File: config.mk
export PLATFORM = sky130hd
export DESIGN_NAME = ops_status
export DESIGN_NICKNAME = d
export VERILOG_FILES = /design/src/common/ops_pkg.sv /design/src/ops_status.sv /design/src/ops_sync.sv
export SDC_FILE = /design/constraint.sdc
export NUM_CORES = 1
export LEC_CHECK = 0
export BUFFER_PORTS_ARGS = -buffer_cell sky130_fd_sc_hd__buf_2
export CAP_MARGIN = 20
export CORE_ASPECT_RATIO = 1.25
export CORE_MARGIN = 4
export CORE_UTILIZATION = 55
export CTS_BUF_LIST = sky130_fd_sc_hd__clkbuf_8 sky130_fd_sc_hd__clkbuf_16
export CTS_CLUSTER_DIAMETER = 200
export DETAILED_ROUTE_END_ITERATION = 10
export HOLD_SLACK_MARGIN = 0.08
export PLACE_DENSITY = 0.79
export SYNTH_ARGS = -nofsm -noshare
export SYNTH_HDL_FRONTEND = slang
export SYNTH_SLANG_ARGS = --single-unit
File: constraint.sdc
create_clock -name CLK -period 2.1 [get_ports CLK]
set_input_delay 0.42 -clock CLK [delete_from_list [all_inputs] [get_ports CLK]]
set_output_delay 0.42 -clock CLK [all_outputs]
set_load 0.1 [all_outputs]
File: src/common/ops_pkg.sv
// Constants for the one-time-programmable page status block.
// Assumes a single 250 MHz core clock and an 8-bit native register port.
//
// Contract
// [RULE_01] A stability test of the programming supply runs before burning and flags undervoltage.
// [RULE_02] The same test flags overvoltage; a start command clears that flag.
// [RULE_03] A start while locked, or on a page already tried or badly formatted, is an error; the code checks tried and format for page 1 only.
// [RULE_04] The completion flag rises when burning of the page ends and clears on start.
// [RULE_05] The page-1 loaded bit is 1 once page 1 has been chosen and copied out.
// [RULE_06] The page-1 load fault bit is 1 when a double error is found during that load.
// [RULE_07] The page-1 format fault is any supply-ok bit set while the first-attempt bit is 0.
// [RULE_08] The page-1 valid bit is 1 only after a burn of page 1 that saw no supply fault.
// [RULE_09] The page-1 low-supply-ok bit is 1 only after an attempt that saw no undervoltage.
// [RULE_10] The page-1 high-supply-ok bit is 1 only after an attempt that saw no overvoltage.
// [RULE_11] An overvoltage also counts as an undervoltage, so both ok bits may read 0.
// [RULE_12] The page-1 first-attempt bit goes to 1 on the first burn attempt and stays.
// [RULE_13] Unlock clears on any register write except the control write, and on start.
// [RULE_14] Software writes to both status registers are ignored; all bits reset to 0.
package ops_pkg;

  localparam int unsigned CLK_PERIOD_NS = 4;

  // Register addresses
  localparam logic [15:0] ADDR_PROG_STAT  = 16'h0519;
  localparam logic [15:0] ADDR_PAGE1_STAT = 16'h051a;
  localparam logic [15:0] ADDR_PROG_CTRL  = 16'h0516;

  // Control write fields
  localparam int unsigned CTRL_GO_BIT   = 0;
  localparam int unsigned CTRL_PAGE_BIT = 1;

  // Programming status fields
  localparam int unsigned PS_UNLOCK = 7;
  localparam int unsigned PS_OTERR  = 6;
  localparam int unsigned PS_UVERR  = 5;
  localparam int unsigned PS_OVERR  = 4;
  localparam int unsigned PS_SLOW   = 3;
  localparam int unsigned PS_SHIGH  = 2;
  localparam int unsigned PS_PERR   = 1;
  localparam int unsigned PS_DONE   = 0;

  // Page 1 status fields
  localparam int unsigned P1_LOADED = 7;
  localparam int unsigned P1_LDWRN  = 6;
  localparam int unsigned P1_LDERR  = 5;
  localparam int unsigned P1_FMT    = 4;
  localparam int unsigned P1_VALID  = 3;
  localparam int unsigned P1_NO_LOW_SUPPLY_SEEN   = 2;
  localparam int unsigned P1_NO_HIGH_SUPPLY_SEEN   = 1;
  localparam int unsigned P1_TRY    = 0;

  localparam logic [7:0] STAT_RESET = 8'h00;

  // Timing
  localparam int unsigned STAB_TIME_NS   = 2000;
  localparam int unsigned STAB_CYCLES    = (STAB_TIME_NS + CLK_PERIOD_NS - 1) / CLK_PERIOD_NS;
  localparam int unsigned BURN_TIME_NS   = 100000;
  localparam int unsigned BURN_CYCLES_DF = BURN_TIME_NS / CLK_PERIOD_NS;

  typedef enum logic [1:0] {
    OPS_IDLE = 2'b00,
    OPS_STAB = 2'b01,
    OPS_BURN = 2'b10
  } ops_state_t;

endpackage : ops_pkg

File: src/ops_status.sv
// Programming sequencer status and page-1 status registers.
// Assumes an 8-bit register port on CLK, an unlock pulse from the unlock
// logic and asynchronous supply comparators on pins.
module ops_status
  import ops_pkg::*;
#(
  parameter int unsigned BURN_CYCLES = BURN_CYCLES_DF
) (
  input  wire logic        CLK,
  input  wire logic        RST_N,
  input  wire logic        REG_WR,
  input  wire logic        REG_RD,
  input  wire logic [15:0] REG_ADDR,
  input  wire logic [7:0]  REG_WDATA,
  output logic      [7:0]  REG_RDATA,
  input  wire logic        UNLOCK_SET,
  input  wire logic        VPP_LOW,
  input  wire logic        VPP_HIGH,
  input  wire logic        LOAD_PAGE1,
  input  wire logic        LOAD_DED,
  input  wire logic        LOAD_SEC,
  output logic             BURN_EN,
  output logic             BURN_PAGE2
);

  localparam int unsigned CW = $clog2(BURN_CYCLES + STAB_CYCLES + 1);
  localparam logic [CW-1:0] STAB_LAST = CW'(STAB_CYCLES - 1);
  localparam logic [CW-1:0] BURN_LAST = CW'(BURN_CYCLES - 1);

  ops_state_t    state_r;
  ops_state_t    state_nxt;
  logic [CW-1:0] cnt_r;
  logic [1:0]    vpp_s;
  logic          unlock_r;
  logic          uverr_r;
  logic          overr_r;
  logic          slow_r;
  logic          shigh_r;
  logic          perr_r;
  logic          done_r;
  logic          page2_r;
  logic          loaded_r;
  logic          ldwrn_r;
  logic          lderr_r;
  logic          valid_r;
  logic          no_low_supply_seen_r;
  logic          no_high_supply_seen_r;
  logic          try_r;
  logic          uv_seen_r;
  logic          ov_seen_r;

  ops_sync #(.WIDTH(2)) u_sync (
    .clk   (CLK),
    .rst_n (RST_N),
    .d     ({VPP_HIGH, VPP_LOW}),
    .q     (vpp_s)
  );

  wire vlow      = vpp_s[0];
  wire vhigh     = vpp_s[1];
  wire ctrl_wr   = REG_WR && (REG_ADDR == ADDR_PROG_CTRL);
  wire go        = ctrl_wr && REG_WDATA[CTRL_GO_BIT];
  wire go_page2  = REG_WDATA[CTRL_PAGE_BIT];
  wire fmt_fault = (no_low_supply_seen_r || no_high_supply_seen_r) && !try_r;                       // [RULE_07]
  // Page 2 bookkeeping lives elsewhere; only page 1 is checked here
  wire bad_page  = !go_page2 && (try_r || fmt_fault);
  wire go_err    = go && (state_r == OPS_IDLE) && (!unlock_r || bad_page); // [RULE_03]
  wire go_ok     = go && (state_r == OPS_IDLE) && !go_err;
  wire stab_end  = (state_r == OPS_STAB) && (cnt_r == STAB_LAST);
  wire stab_bad  = stab_end && (uv_seen_r || ov_seen_r);
  wire burn_end  = (state_r == OPS_BURN) && (cnt_r == BURN_LAST);
  wire p1_burn   = burn_end && !page2_r;
  // Overvoltage shuts the pump down, which also shows as undervoltage
  wire uv_any    = uv_seen_r || vlow || ov_seen_r || vhigh;            // [RULE_11]
  wire ov_any    = ov_seen_r || vhigh;

  wire [7:0] prog_stat = {unlock_r, 1'b0, uverr_r, overr_r, slow_r, shigh_r, perr_r, done_r};
  wire [7:0] page1_stat = {loaded_r, ldwrn_r, lderr_r, fmt_fault,
                           valid_r, no_low_supply_seen_r, no_high_supply_seen_r, try_r};
  wire [7:0] rd_mux = (REG_ADDR == ADDR_PROG_STAT)  ? prog_stat  :
                      (REG_ADDR == ADDR_PAGE1_STAT) ? page1_stat : STAT_RESET;

  always_comb begin
    state_nxt = state_r;
    unique case (state_r)
      OPS_IDLE: if (go_ok) begin
        state_nxt = OPS_STAB;                                          // [RULE_01]
      end
      OPS_STAB: if (stab_end) begin
        state_nxt = stab_bad ? OPS_IDLE : OPS_BURN;
      end
      OPS_BURN: if (burn_end) begin
        state_nxt = OPS_IDLE;
      end
      default: state_nxt = OPS_IDLE;
    endcase
  end

  always_ff @(posedge CLK or negedge RST_N) begin
    if (!RST_N) begin
      state_r <= OPS_IDLE;
      cnt_r   <= '0;
      page2_r <= 1'b0;
    end else begin
      state_r <= state_nxt;
      cnt_r   <= (state_nxt != state_r) ? '0 : cnt_r + CW'(1);
      if (go_ok) begin
        page2_r <= go_page2;
      end
    end
  end

  // Supply faults seen in the current phase; cleared at each phase start
  always_ff @(posedge CLK or negedge RST_N) begin
    if (!RST_N) begin
      uv_seen_r <= 1'b0;
      ov_seen_r <= 1'b0;
    end else if (state_nxt != state_r) begin
      uv_seen_r <= 1'b0;
      ov_seen_r <= 1'b0;
    end else if (state_r != OPS_IDLE) begin
      uv_seen_r <= uv_seen_r || vlow;
      ov_seen_r <= ov_seen_r || vhigh;
    end
  end

  // Unlock: a new unlock pulse wins over a clearing write in the same cycle
  always_ff @(posedge CLK or negedge RST_N) begin
    if (!RST_N) begin
      unlock_r <= 1'b0;
    end else if (UNLOCK_SET) begin
      unlock_r <= 1'b1;
    end else if ((REG_WR && !ctrl_wr) || go) begin
      unlock_r <= 1'b0;                                                // [RULE_13]
    end
  end

  // Sequencer flags: start clears them and loads perr_r with go_err, outcomes set them
  always_ff @(posedge CLK or negedge RST_N) begin
    if (!RST_N) begin
      slow_r  <= 1'b0;
      shigh_r <= 1'b0;
      perr_r  <= 1'b0;
      done_r  <= 1'b0;
      uverr_r <= 1'b0;
      overr_r <= 1'b0;
    end else if (go && state_r == OPS_IDLE) begin
      slow_r  <= 1'b0;                                                 // [RULE_01]
      shigh_r <= 1'b0;                                                 // [RULE_02]
      perr_r  <= go_err;                                               // [RULE_03]
      done_r  <= 1'b0;                                                 // [RULE_04]
      uverr_r <= 1'b0;
      overr_r <= 1'b0;
    end else begin
      if (stab_end) begin
        slow_r  <= uv_seen_r || vlow;                                  // [RULE_01]
        shigh_r <= ov_seen_r || vhigh;                                 // [RULE_02]
      end
      if (burn_end) begin
        done_r  <= 1'b1;                                               // [RULE_04]
        uverr_r <= uv_any;
        overr_r <= ov_any;
      end
    end
  end

  // Page 1 burn record; writes never reach these bits
  always_ff @(posedge CLK or negedge RST_N) begin
    if (!RST_N) begin
      try_r   <= 1'b0;
      no_low_supply_seen_r  <= 1'b0;
      no_high_supply_seen_r  <= 1'b0;
      valid_r <= 1'b0;                                                 // [RULE_14]
    end else begin
      if (stab_end && !stab_bad && !page2_r) begin
        try_r <= 1'b1;                                                 // [RULE_12]
      end
      if (p1_burn) begin
        no_low_supply_seen_r  <= !uv_any;                                            // [RULE_09] [RULE_11]
        no_high_supply_seen_r  <= !ov_any;                                            // [RULE_10]
        valid_r <= !uv_any && !ov_any;                                 // [RULE_08]
      end
    end
  end

  // Page 1 load result, reported by the loader
  always_ff @(posedge CLK or negedge RST_N) begin
    if (!RST_N) begin
      loaded_r <= 1'b0;
      lderr_r  <= 1'b0;
      ldwrn_r  <= 1'b0;
    end else if (LOAD_PAGE1) begin
      loaded_r <= 1'b1;                                                // [RULE_05]
      lderr_r  <= LOAD_DED;                                            // [RULE_06]
      ldwrn_r  <= LOAD_SEC;
    end
  end

  // Read data is registered; unmapped reads return zero
  always_ff @(posedge CLK or negedge RST_N) begin
    if (!RST_N) begin
      REG_RDATA  <= STAT_RESET;
      BURN_EN    <= 1'b0;
      BURN_PAGE2 <= 1'b0;
    end else begin
      if (REG_RD) begin
        REG_RDATA <= rd_mux;                                           // [RULE_14]
      end
      BURN_EN    <= (state_nxt == OPS_BURN);
      BURN_PAGE2 <= page2_r;
    end
  end

endmodule : ops_status

File: src/ops_sync.sv
// Two-stage synchroniser for asynchronous comparator levels.
// Assumes the inputs are quasi-static levels.
module ops_sync #(
  parameter int unsigned WIDTH = 2
) (
  input  wire logic             clk,
  input  wire logic             rst_n,
  input  wire logic [WIDTH-1:0] d,
  output logic      [WIDTH-1:0] q
);

  logic [WIDTH-1:0] meta_r;

  // First stage feeds only the second stage
  always_ff @(posedge clk or negedge rst_n) begin
    if (!rst_n) begin
      meta_r <= '0;
      q      <= '0;
    end else begin
      meta_r <= d;
      q      <= meta_r;
    end
  end

endmodule : ops_sync
==> results of run 1 <==
==> Yosys cell counts (all sizes together) (3+ instances only) <==
master	number	area, sq um
nor4	4	40.04
nor4b	3	47.54
nor2	10	37.54
xnor2	12	105.1
nand3	6	30.03
buf	3	23.77
a21oi	6	41.29
nand2	6	22.52
dfrtp	48	1201
and4	3	26.28
and3b	3	26.28
mux2	4	48.79
nor3	26	190.2
inv	12	45.04
nor2b	3	18.77
o21ai	15	75.07
nand4	7	56.30
a32oi	6	52.55
==> sequential cells by signal (all words and copies together) (netlist names), 2 cells and up <==
name           cells
REG_RDATA          8
cnt_r             15
state_r            2
u_sync.meta_r      2
u_sync.q           2
==> layout make-up <==
cell class                      instances  area [sq um]  share of cell area [%]
Timing Repair Buffer                   42         235.2                   8.692
Sequential cell                        48          1201                   44.38
Inverter                               12         45.04                   1.664
Tap cell                               56         70.07                   2.589
Clock buffer                            5         68.82                   2.543
Clock inverter                          3         42.54                   1.572
Multi-Input combinational cell        140          1044                   38.56
==> power groups by stage <==
stage / Clock [mW] / Sequential [mW] / Combinational, mW
after floorplan: 0 / 0.953 / 0.0156
after global placement: 0 / 0.955 / 0.0678
after detailed placement: 0 / 0.955 / 0.0692
after CTS: 0.675 / 0.937 / 0.0698
after global routing: 0.712 / 0.938 / 0.0768
final: 0.658 / 0.937 / 0.0678
==> how the worst min path moves through the flow <==
stage              endpoint  depth (start not counted)  slack (ns)
2_1_floorplan       BURN_EN                          0        0.12
3_3_place_gp    u_sync.q[0]                          0        0.33
3_5_place_dp    u_sync.q[1]                          0        0.33
4_1_cts        REG_RDATA[0]                          2        0.09
5_1_grt        REG_RDATA[0]                          2        0.09
6_report       REG_RDATA[0]                          2        0.08
==> worst max-delay path: cells and delay by family, from the launching register on <==
kind | cells | cell delay [ns]
fa+ha+maj | 1 | 0.24
mux | 1 | 0.37
flops | 1 | 0.41
simple gates | 3 | 0.75
==> routing by layer <==
layer | global-route usage (%) | wire length [um] | vias to the layer above | part of all wire [%]
met5 | 0 | 0 | - | 0
met4 | 9.350 | 95 | 0 | 2.1
met3 | 4.056 | 237 | 8 | 5.3
met2 | 35.81 | 2372 | 39 | 53
met1 | 20.68 | 1784 | 847 | 40
li1 | - | - | 840 | -
==> metrics by stage <==
stage / total power, mW / hold WS [ns]
final: 1.663 / 0.07844
after global routing: 1.726 / 0.09191
after CTS: 1.682 / 0.08626
after detailed placement: 1.024 / 0.3347
after global placement: 1.023 / 0.3324
after floorplan: 0.9691 / 0.1244
==> cell usage in the layout (no fill, tap or decap), types with 3 or more instances in the layout <==
cell type,instances
dfrtp_1,48
buf_2,37
o21ai_0,15
nor3_1,14
nor3_2,12
inv_1,12
xnor2_1,12
nor2_1,10
nand2_1,6
nand3_1,6
a32oi_1,6
nand4_1,5
a21oi_1,5
clkbuf_8,5
buf_4,4
and4_1,3
nor2b_1,3
and3b_1,3
nor4_1,3
mux2_2,3
==> logic make-up (layout without fill, tap and decap cells) <==
family	Yosys count	count (layout)	synth area share, %
flops	48	48	51.84
fa+ha+maj	1	1	0.5399
buf+inv	16	62	3.131
mux	5	5	2.538
compound gates	36	36	10.26
xor+xnor	13	13	4.914
simple gates	85	85	26.78
==> metrics.md, run 1 <==
| Metric | Value |
|---|---|
| Status | `finished clean` |
| Startpoint types | `register` |
| Worst r2r path cells | `5` |
| Finished Cell Area | `~2700 sq um` |
| Crit-path slowest cell | `dfrtp_1` |
| Pwr per Cell Area | `614.4 nW/um^2` |
| Die Height | `80.57 um` |
| CTS tree | `yes` |
| RSZ-0062 raised after global routing | `false` |
| DRT Pass-1 Iters | `4` |
| Die area | `between 5000 and 6000 sq um` |
| Final net count | `284` |
| GR Overflow Total | `0` |
| Max Slew Vio Count | `0` |
| Pin count of the biggest net entering global routing | `49` |
| Min-Delay Path Class | `in2async` |
| Worst skew pair latency | `0.31 ns` |
| Max incr delay on CP | `0.41 ns` |
| Routability Congestion | `0.8073` |
| Sequential-to-total area share from yosys stat | `51.84%` |
| Post-synth ARST share | `100.0%` |
| Gate power share | `4.1%` |
| WL final | `4.490 mm` |
| Maximum vdd drop | `0.4640 mV` |
| Number of diodes | `0` |
| Initial drt markers | `90` |
| Pre-CTS setup slack | `0.2255 ns` |
| Final hold vios | `0` |
| Syn Area/Cell | `~11 sq um` |
| Worst slew pin tran | `0.5969 ns` |
| Reg-to-Reg Start | `cnt_r[0]` |
| Port bufs | `37` |
| CP startpoint | `cnt_r[0]` |
| Vias per cell | `between 5 and 6` |
| Hpwl dp | `about 3.3 mm` |
| Min Tclk post-route | `between 1.5 and 2 ns` |
| Cell Chain, Critical Path | `ha_1 -> nor3b_2 -> nand4_1 -> nor3_2 -> mux2_2` |
| Gate Count Post-Synth | `204` |
| Max Clock Skew | `0.01260 ns` |
| Starting Density | `~57%` |
| Antenna-violating nets left | `0` |
| EDFF count, synth | `0` |
| H-tree Lvls | `2` |
| Reg power frac | `between 50% and 60%` |
| Int Pwr | `approximately 1.3 mW` |
| I/O pin count | `44` |
| Die width | `66.06 um` |
| Post-DR wirelength/cell | `14.67 um` |
| Fillers | `315` |
| Area after DPL | `2595 sq um` |
| Yosys reg bits | `48` |
| Final core utilization | `66.55%` |
| Initial antenna violation count | `0` |
| R2R Setup Slk | `roughly 0.23 ns` |
| DP Cell Count | `298` |
| Reg-to-reg endpoint | `no_low_supply_seen_r` |
| Critical-path maximum fanout | `4` |
| Clock power frac | `39.6%` |
| Layout cells sized above 1 | `31.20%` |
| Layout area overhead | `16.79%` |
| Worst Path Arrival | `approximately 2.1 ns` |
| First-pass GRT wire length | `7.831 mm` |
| Core Region | `4066 sq um` |
| Pleak | `1.176 nW` |
| Net load switching power | `0.3492 mW` |
| Fin Setup TNS | `0 ns` |
| Sw frac | `a little over a fifth` |
| Drc violations | `0` |
| Vias | `1734` |
| Vias in the first global route | `1778` |
| Primary FF master, synth | `dfrtp_1` |
| Bufs on Longest Clock Path | `2` |
| Clock sink count | `48` |
| Non-filler cells, final | `306` |
| Crit path kind | `reg2reg` |
| Num CTS Buffers | `5` |
| Mapped Area | `2317 sq um` |
| Max Freq | `0.5346 GHz` |
| Cell variety after synth | `50` |
| Crit path capture | `no_low_supply_seen_r` |
| Post_cts resized | `0` |
| Setup violators final | `0` |
| Clk pin slew, worst setup/hold paths | `0.09 ns` |
| Required time of the critical path | `2.29 ns` |
| GRT Total Usage | `about 19%` |
| Setup WS post-layout | `0.2294 ns` |
| Root buffer cell | `clkbuf_8` |
| YS warnings | `0` |
| Critical Path End Type | `register` |
| Slew headroom | `59.84%` |
| Maxcap violations | `0` |
| Post-CTS Setup Bufs | `0` |
| Syn nets | `roughly 240` |
| FP Rows | `26` |
| Part of the cycle the worst path needs | `~89%` |
| CTS Hold Bufs | `0` |
No activity file was read; power rests on OpenSTA's default activity.
==> run 2: changes to the inputs <==
Settings changed: CORE_MARGIN 4 to not set.
==> run 2 against run 1 <==
Compared with the run above:
- via count decreased by 1.3%
- utilization unchanged
- sequential share of layout area unchanged
- critical endpoint is now no_high_supply_seen_r
==> metrics.md, run 2 (same netlist as run 1, synthesis figures left out) <==
| Metric | Value |
|---|---|
| Worst Path Arrival | `2.06 ns (about the same)` |
| Reg power frac | `56.2% (about the same)` |
| Initial antenna violation count | `0 (unchanged)` |
| Core Region | `4066 sq um (unchanged)` |
| Sw frac | `21.18% (+0.17 points)` |
| Bufs on Longest Clock Path | `2 (unchanged)` |
| CTS tree | `yes` |
| Finished Cell Area | `2706 sq um (unchanged)` |
| Routability Congestion | `0.8206 (+1.6%)` |
| Number of diodes | `0 (unchanged)` |
| Highest metal used | `met4` |
| Status | `finished clean` |
| Setup violators final | `0 (unchanged)` |
| Largest register FFs | `15 (unchanged)` |
| WL met2 | `2.367 mm (-0.21%)` |
| Final hold vios | `0 (unchanged)` |
| Gate power share | `4.1% (about the same)` |
| Pwr per Cell Area | `615.8 nW/um^2 (+0.22%)` |
| Met3 wire length | `139 um (-41%)` |
| Min-Delay Path Class | `in2async` |
| Vias | `1711 (-1.3%)` |
| Startpoint types | `register` |
| Post_cts resized | `0 (unchanged)` |
| CTS Hold Bufs | `0 (unchanged)` |
| Critical-path maximum fanout | `4 (unchanged)` |
| WL final | `4.415 mm (-1.7%)` |
| Most common cell after layout, fill and taps aside | `dfrtp_1` |
| Antenna-violating nets left | `0 (unchanged)` |
| Hpwl dp | `3.290 mm (-1.2%)` |
| Total power | `1.667 mW (+0.22%)` |
| Pleak | `1.176 nW (unchanged)` |
| Maximum vdd drop | `0.3967 mV (-15%)` |
| Layout cells sized above 1 | `31.20% (unchanged)` |
| Worst slew pin tran | `0.6128 ns (+0.01590 ns)` |
| Largest regs | `cnt_r x15, REG_RDATA x8` |
| Final core utilization | `66.55% (unchanged)` |
| RSZ-0062 raised after global routing | `false` |
| Layout area overhead | `16.79% (unchanged)` |
| Net load switching power | `0.3529 mW (+1.1%)` |
| Setup WS post-layout | `0.2267 ns (-0.002664 ns)` |
| Slew headroom | `58.77% (-1.1 points)` |
| Die Height | `74.57 um (-7.4%)` |
| Max Slew Vio Count | `0 (unchanged)` |
| Reg with most FFs | `cnt_r` |
| First-pass GRT wire length | `7.134 mm (-8.9%)` |
| Clk pin slew, worst setup/hold paths | `0.09 ns (about the same)` |
| Required time of the critical path | `2.29 ns (about the same)` |
| Most frequent cells in the layout | `dfrtp_1 (48), buf_2 (37), o21ai_0 (15)` |
| Reg-to-Reg Start | `cnt_r[0]` |
| Root buffer cell | `clkbuf_8` |
| Final net count | `284 (unchanged)` |
| Pre-CTS setup slack | `0.2102 ns (-0.01532 ns)` |
| Min Tclk post-route | `1.873 ns (+0.002664 ns)` |
| Max Clock Skew | `0.005674 ns (-0.006925 ns)` |
| Clock power frac | `39.7% (about the same)` |
| Port bufs | `37 (unchanged)` |
| Starting Density | `56.98% (unchanged)` |
| Int Pwr | `1.314 mW (about the same)` |
| R2R Setup Slk | `0.23 ns (about the same)` |
| DRT Pass-1 Iters | `4 (unchanged)` |
| Post-CTS Setup Bufs | `0 (unchanged)` |
| Reg-to-reg endpoint | `no_high_supply_seen_r` |
| DRT met1 WL | `1.855 mm (+4.0%)` |
| Die width | `60.06 um (-9.1%)` |
| Worst skew pair latency | `0.30 ns (about the same)` |
| GR Overflow Total | `0 (unchanged)` |
| Drc violations | `0 (unchanged)` |
| Num CTS Buffers | `5 (unchanged)` |
| Worst r2r path cells | `5 (unchanged)` |
| Critical Path End Type | `register` |
| Vias in the first global route | `1623 (-8.7%)` |
| H-tree Lvls | `2 (unchanged)` |
| Crit path kind | `reg2reg` |
| Vias per cell | `5.592 (-1.3%)` |
| I/O pin count | `44 (unchanged)` |
| Maxcap violations | `0 (unchanged)` |
| Fin Setup TNS | `0 ns (unchanged)` |
| Pin count of the biggest net entering global routing | `27 (-45%)` |
| Clock sink count | `48 (unchanged)` |
| Max Freq | `0.5338 GHz (-0.14%)` |
| GRT Total Usage | `21.75% (+2.3 points)` |
| Area after DPL | `2595 sq um (unchanged)` |
| Die area | `4478 sq um (-16%)` |
| Post-DR wirelength/cell | `14.43 um (-1.7%)` |
| Initial drt markers | `74 (-18%)` |
| Part of the cycle the worst path needs | `89.20% (+0.13 points)` |
| FP Rows | `26 (unchanged)` |
-- run 2: worst max path at each step --
stage           startpoint               endpoint  slack (ns)
3_5_place_dp   REG_ADDR[5]                page2_r        0.21
4_1_cts           cnt_r[0]                valid_r        0.21
3_3_place_gp   REG_ADDR[5]                page2_r        0.24
5_1_grt           cnt_r[0]                valid_r        0.07
6_report          cnt_r[0]  no_high_supply_seen_r        0.23
2_1_floorplan  REG_ADDR[5]                page2_r        0.43
-- run 2: area by class of cell --
class / count / area [sq um]
Clock buffer: 5 / 68.82
Clock inverter: 3 / 42.54
Fill cell: 331 / 1360
Inverter: 12 / 45.04
Multi-Input combinational cell: 140 / 1044
Sequential cell: 48 / 1201
Tap cell: 56 / 70.07
Timing Repair Buffer: 42 / 235.2
-- run 2: metal layers --
metal  global-route usage (%)  vias up
met2                    40.25       43
met5                        0        -
li1                         -      841
met4                    8.527        0
met3                    3.652        5
met1                    24.46      822
-- run 2: stage by stage --
step / cells / hold slack [ns]
floorplan: 204 / 0.1244
global placement: 298 / 0.3326
detailed placement: 298 / 0.3347
CTS: 306 / 0.1031
global route: 306 / 0.1240
finish: 306 / 0.08537
-- run 2: critical path, cell delays in order (launching register included) --
cell and delay, ns:
dfrtp_1 0.40, ha_1 0.24, nor3b_2 0.30, nand4_1 0.18, nor3_2 0.27, mux2_2 0.37
-- run 2: power groups by stage --
| stage | logic [mW] | registers (mW) | clock network (mW) |
|---|---|---|---|
| global placement | 0.0676 | 0.955 | 0 |
| finish | 0.0685 | 0.937 | 0.661 |
| global route | 0.0773 | 0.938 | 0.711 |
| floorplan | 0.0156 | 0.953 | 0 |
| detailed placement | 0.0698 | 0.955 | 0 |
| CTS | 0.0702 | 0.937 | 0.670 |
==> run 3: changes to the inputs <==
Settings changed: REMOVE_ABC_BUFFERS set to 1.
==> run 3 against run 2 <==
Compared with the run above:
- die area is the same
- sequential share of layout area shrank 0.88 points
- critical path depth is the same
- register-to-register slack is essentially flat
- critical endpoint unchanged
- utilization grew 1.4 points
- total power grew 14%
- clock power grew 35%
- first-iteration DRC count shrank 12%
- worst hold slack gained 0.030 ns
==> metrics.md, run 3 (same netlist as run 1, synthesis figures left out) <==
| Metric | Value |
|---|---|
| Status | `finished clean` |
| Vias per cell | `5.645 (+0.96%)` |
| Setup violators final | `0 (unchanged)` |
| Setup WS post-layout | `0.2251 ns (-0.001602 ns)` |
| Largest register FFs | `15 (unchanged)` |
| Antenna-violating nets left | `0 (unchanged)` |
| Max Clock Skew | `0.005031 ns (-0.0006424 ns)` |
| Maxcap violations | `0 (unchanged)` |
| Max incr delay on CP | `0.41 ns (about the same)` |
| Most frequent cells in the layout | `dfrtp_1 (48), buf_2 (37), o21ai_0 (15)` |
| Pre-CTS setup slack | `0.2388 ns (+0.02862 ns)` |
| Buf+Inv Stages, Crit Path | `0 (unchanged)` |
| Worst slew pin tran | `0.6525 ns (+0.03970 ns)` |
| Maximum vdd drop | `0.5204 mV (+31%)` |
| Clock sink count | `48 (unchanged)` |
| Initial antenna violation count | `0 (unchanged)` |
| Core Region | `4066 sq um (unchanged)` |
| H-tree Lvls | `2 (unchanged)` |
| Clock power frac | `47.1% (+7.4 points)` |
| First-pass GRT wire length | `7.576 mm (+6.2%)` |
| Startpoint types | `register` |
| Met2 usage | `43.09% (+2.8 points)` |
| Most used routing layer in global routing | `met2` |
| Vias in the first global route | `1690 (+4.1%)` |
| Reg with most FFs | `cnt_r` |
| DRT Pass-1 Iters | `4 (unchanged)` |
| Post-DR wirelength/cell | `14.62 um (+1.3%)` |
| CP Depth | `5 (unchanged)` |
| Die width | `60.06 um (unchanged)` |
| Sw frac | `18.08% (-3.1 points)` |
| Fin Setup TNS | `0 ns (unchanged)` |
| Die area | `4478 sq um (unchanged)` |
| Pwr per Cell Area | `687.9 nW/um^2 (+12%)` |
| Int Pwr | `1.556 mW (+18%)` |
| Top delay family on crit path | `simple AND/OR/NAND/NOR gates` |
| Layout area overhead | `19.17%` |
| Clk pin slew, worst setup/hold paths | `0.09 ns (about the same)` |
| Required time of the critical path | `2.30 ns (about the same)` |
| Final net count | `285 (+0.35%)` |
| Critical Path End Type | `register` |
| Num CTS Buffers | `5 (unchanged)` |
| Reg power frac | `49.3% (-6.9 points)` |
| Post-CTS Setup Bufs | `0 (unchanged)` |
| Hpwl dp | `3.333 mm (+1.3%)` |
| Post_cts resized | `0 (unchanged)` |
| Max Slew Vio Count | `0 (unchanged)` |
| I/O pin count | `44 (unchanged)` |
| Vias | `1733 (+1.3%)` |
| GR Overflow Total | `0 (unchanged)` |
| GRT Total Usage | `23.47% (+1.7 points)` |
| Met3 Use GR | `4.696% (+1.0 points)` |
| Net load switching power | `0.3435 mW (-2.7%)` |
| Number of diodes | `0 (unchanged)` |
| Bufs on Longest Clock Path | `2 (unchanged)` |
| CTS Hold Bufs | `0 (unchanged)` |
| Root buffer cell | `clkbuf_8` |
| GR Layer Usage met1 | `25.60% (+1.1 points)` |
| Layout cells sized above 1 | `31.47% (+0.27 points)` |
| Total power | `1.900 mW (+14%)` |
| Drc violations | `0 (unchanged)` |
| FP Rows | `26 (unchanged)` |
| Part of the cycle the worst path needs | `89.28% (about the same)` |
| Initial drt markers | `65 (-12%)` |
| Final hold vios | `0 (unchanged)` |
| Pleak | `1.204 nW (+2.4%)` |
| Largest regs | `cnt_r x15, REG_RDATA x8` |
| Crit-path slowest cell | `dfrtp_1` |
| Most common cell after layout, fill and taps aside | `dfrtp_1` |
| Starting Density | `56.98% (unchanged)` |
| Min-Delay Path Class | `in2async` |
| Pin count of the biggest net entering global routing | `26 (-3.7%)` |
| Slew headroom | `56.10% (-2.7 points)` |
| CTS tree | `yes` |
| Worst r2r path cells | `5 (unchanged)` |
| Port bufs | `37 (unchanged)` |
| Routability Congestion | `0.8572 (+4.5%)` |
| Min Tclk post-route | `1.875 ns (+0.001602 ns)` |
| Worst skew pair latency | `0.30 ns (about the same)` |
| Gate power share | `3.6% (-0.5 points)` |
| Worst Path Arrival | `2.07 ns (about the same)` |
| WL final | `4.489 mm (+1.7%)` |
| RSZ-0062 raised after global routing | `false` |
| Max Freq | `0.5334 GHz (about the same)` |
| Die Height | `74.57 um (unchanged)` |
| Critical-path maximum fanout | `4 (unchanged)` |
| Final core utilization | `67.91% (+1.4 points)` |
| Cell Chain, Critical Path | `ha_1 -> nor3b_2 -> nand4_1 -> nor3_2 -> mux2_2` |
| Crit path kind | `reg2reg` |
-- run 3: cell count changes in the layout (fill, tap and decap cells not counted) --
cell	change
clkinv_2	-1
clkinvlp_4	-1
bufinv_16	+2
buf_4	+1
-- run 3: metal layers --
layer / vias up / wire (um)
met4: 0 / 112
met2: 57 / 2373
met1: 823 / 1795
met3: 9 / 208
met5: - / 0
li1: 844 / -
-- run 3: worst paths after layout --
| path | start | to | slack, ns |
|---|---|---|---|
| worst max-delay path | cnt_r[0] | no_high_supply_seen_r | 0.23 |
| worst min-delay path | RST_N | REG_RDATA[4] | 0.12 |
| worst max register to register | cnt_r[0] | no_high_supply_seen_r | 0.23 |
| worst min register to register | u_sync.meta_r[1] | u_sync.q[1] | 0.35 |
| max in group asynchronous | RST_N | cnt_r[0] | 1.46 |
| min in group CLK | VPP_HIGH | u_sync.meta_r[1] | 0.22 |
-- run 3: final cells by class --
class | count | area [sq um]
clock buffer | 5 | 68.82
clock inverter | 3 | 90.09
fill | 334 | 1305
inverter | 12 | 45.04
multi-input combinational | 140 | 1044
sequential | 48 | 1201
tap | 56 | 70.07
timing repair buffer | 43 | 242.7
-- run 3: worst reg2reg max path: stages, from the launching register on --
cell and delay (ns):
dfrtp_1 0.41, ha_1 0.23, nor3b_2 0.31, nand4_1 0.19, nor3_2 0.26, mux2_2 0.38
-- run 3: metrics by stage --
step	cell area (sq um)	std cells	hold slack [ns]
floorplan	2290	200	0.1244
global route	2761	307	0.1438
CTS	2761	307	0.1237
detailed placement	2603	299	0.3347
finish	2761	307	0.1153
global placement	2603	299	0.3326
-- run 3: power by group through the flow --
stage	Sequential, mW	Combinational [mW]	Clock [mW]
2_1_floorplan	0.953	0.0151	0
3_3_place_gp	0.955	0.0681	0
3_5_place_dp	0.955	0.0700	0
4_1_cts	0.937	0.0702	0.910
5_1_grt	0.938	0.0774	0.943
6_report	0.937	0.0682	0.895
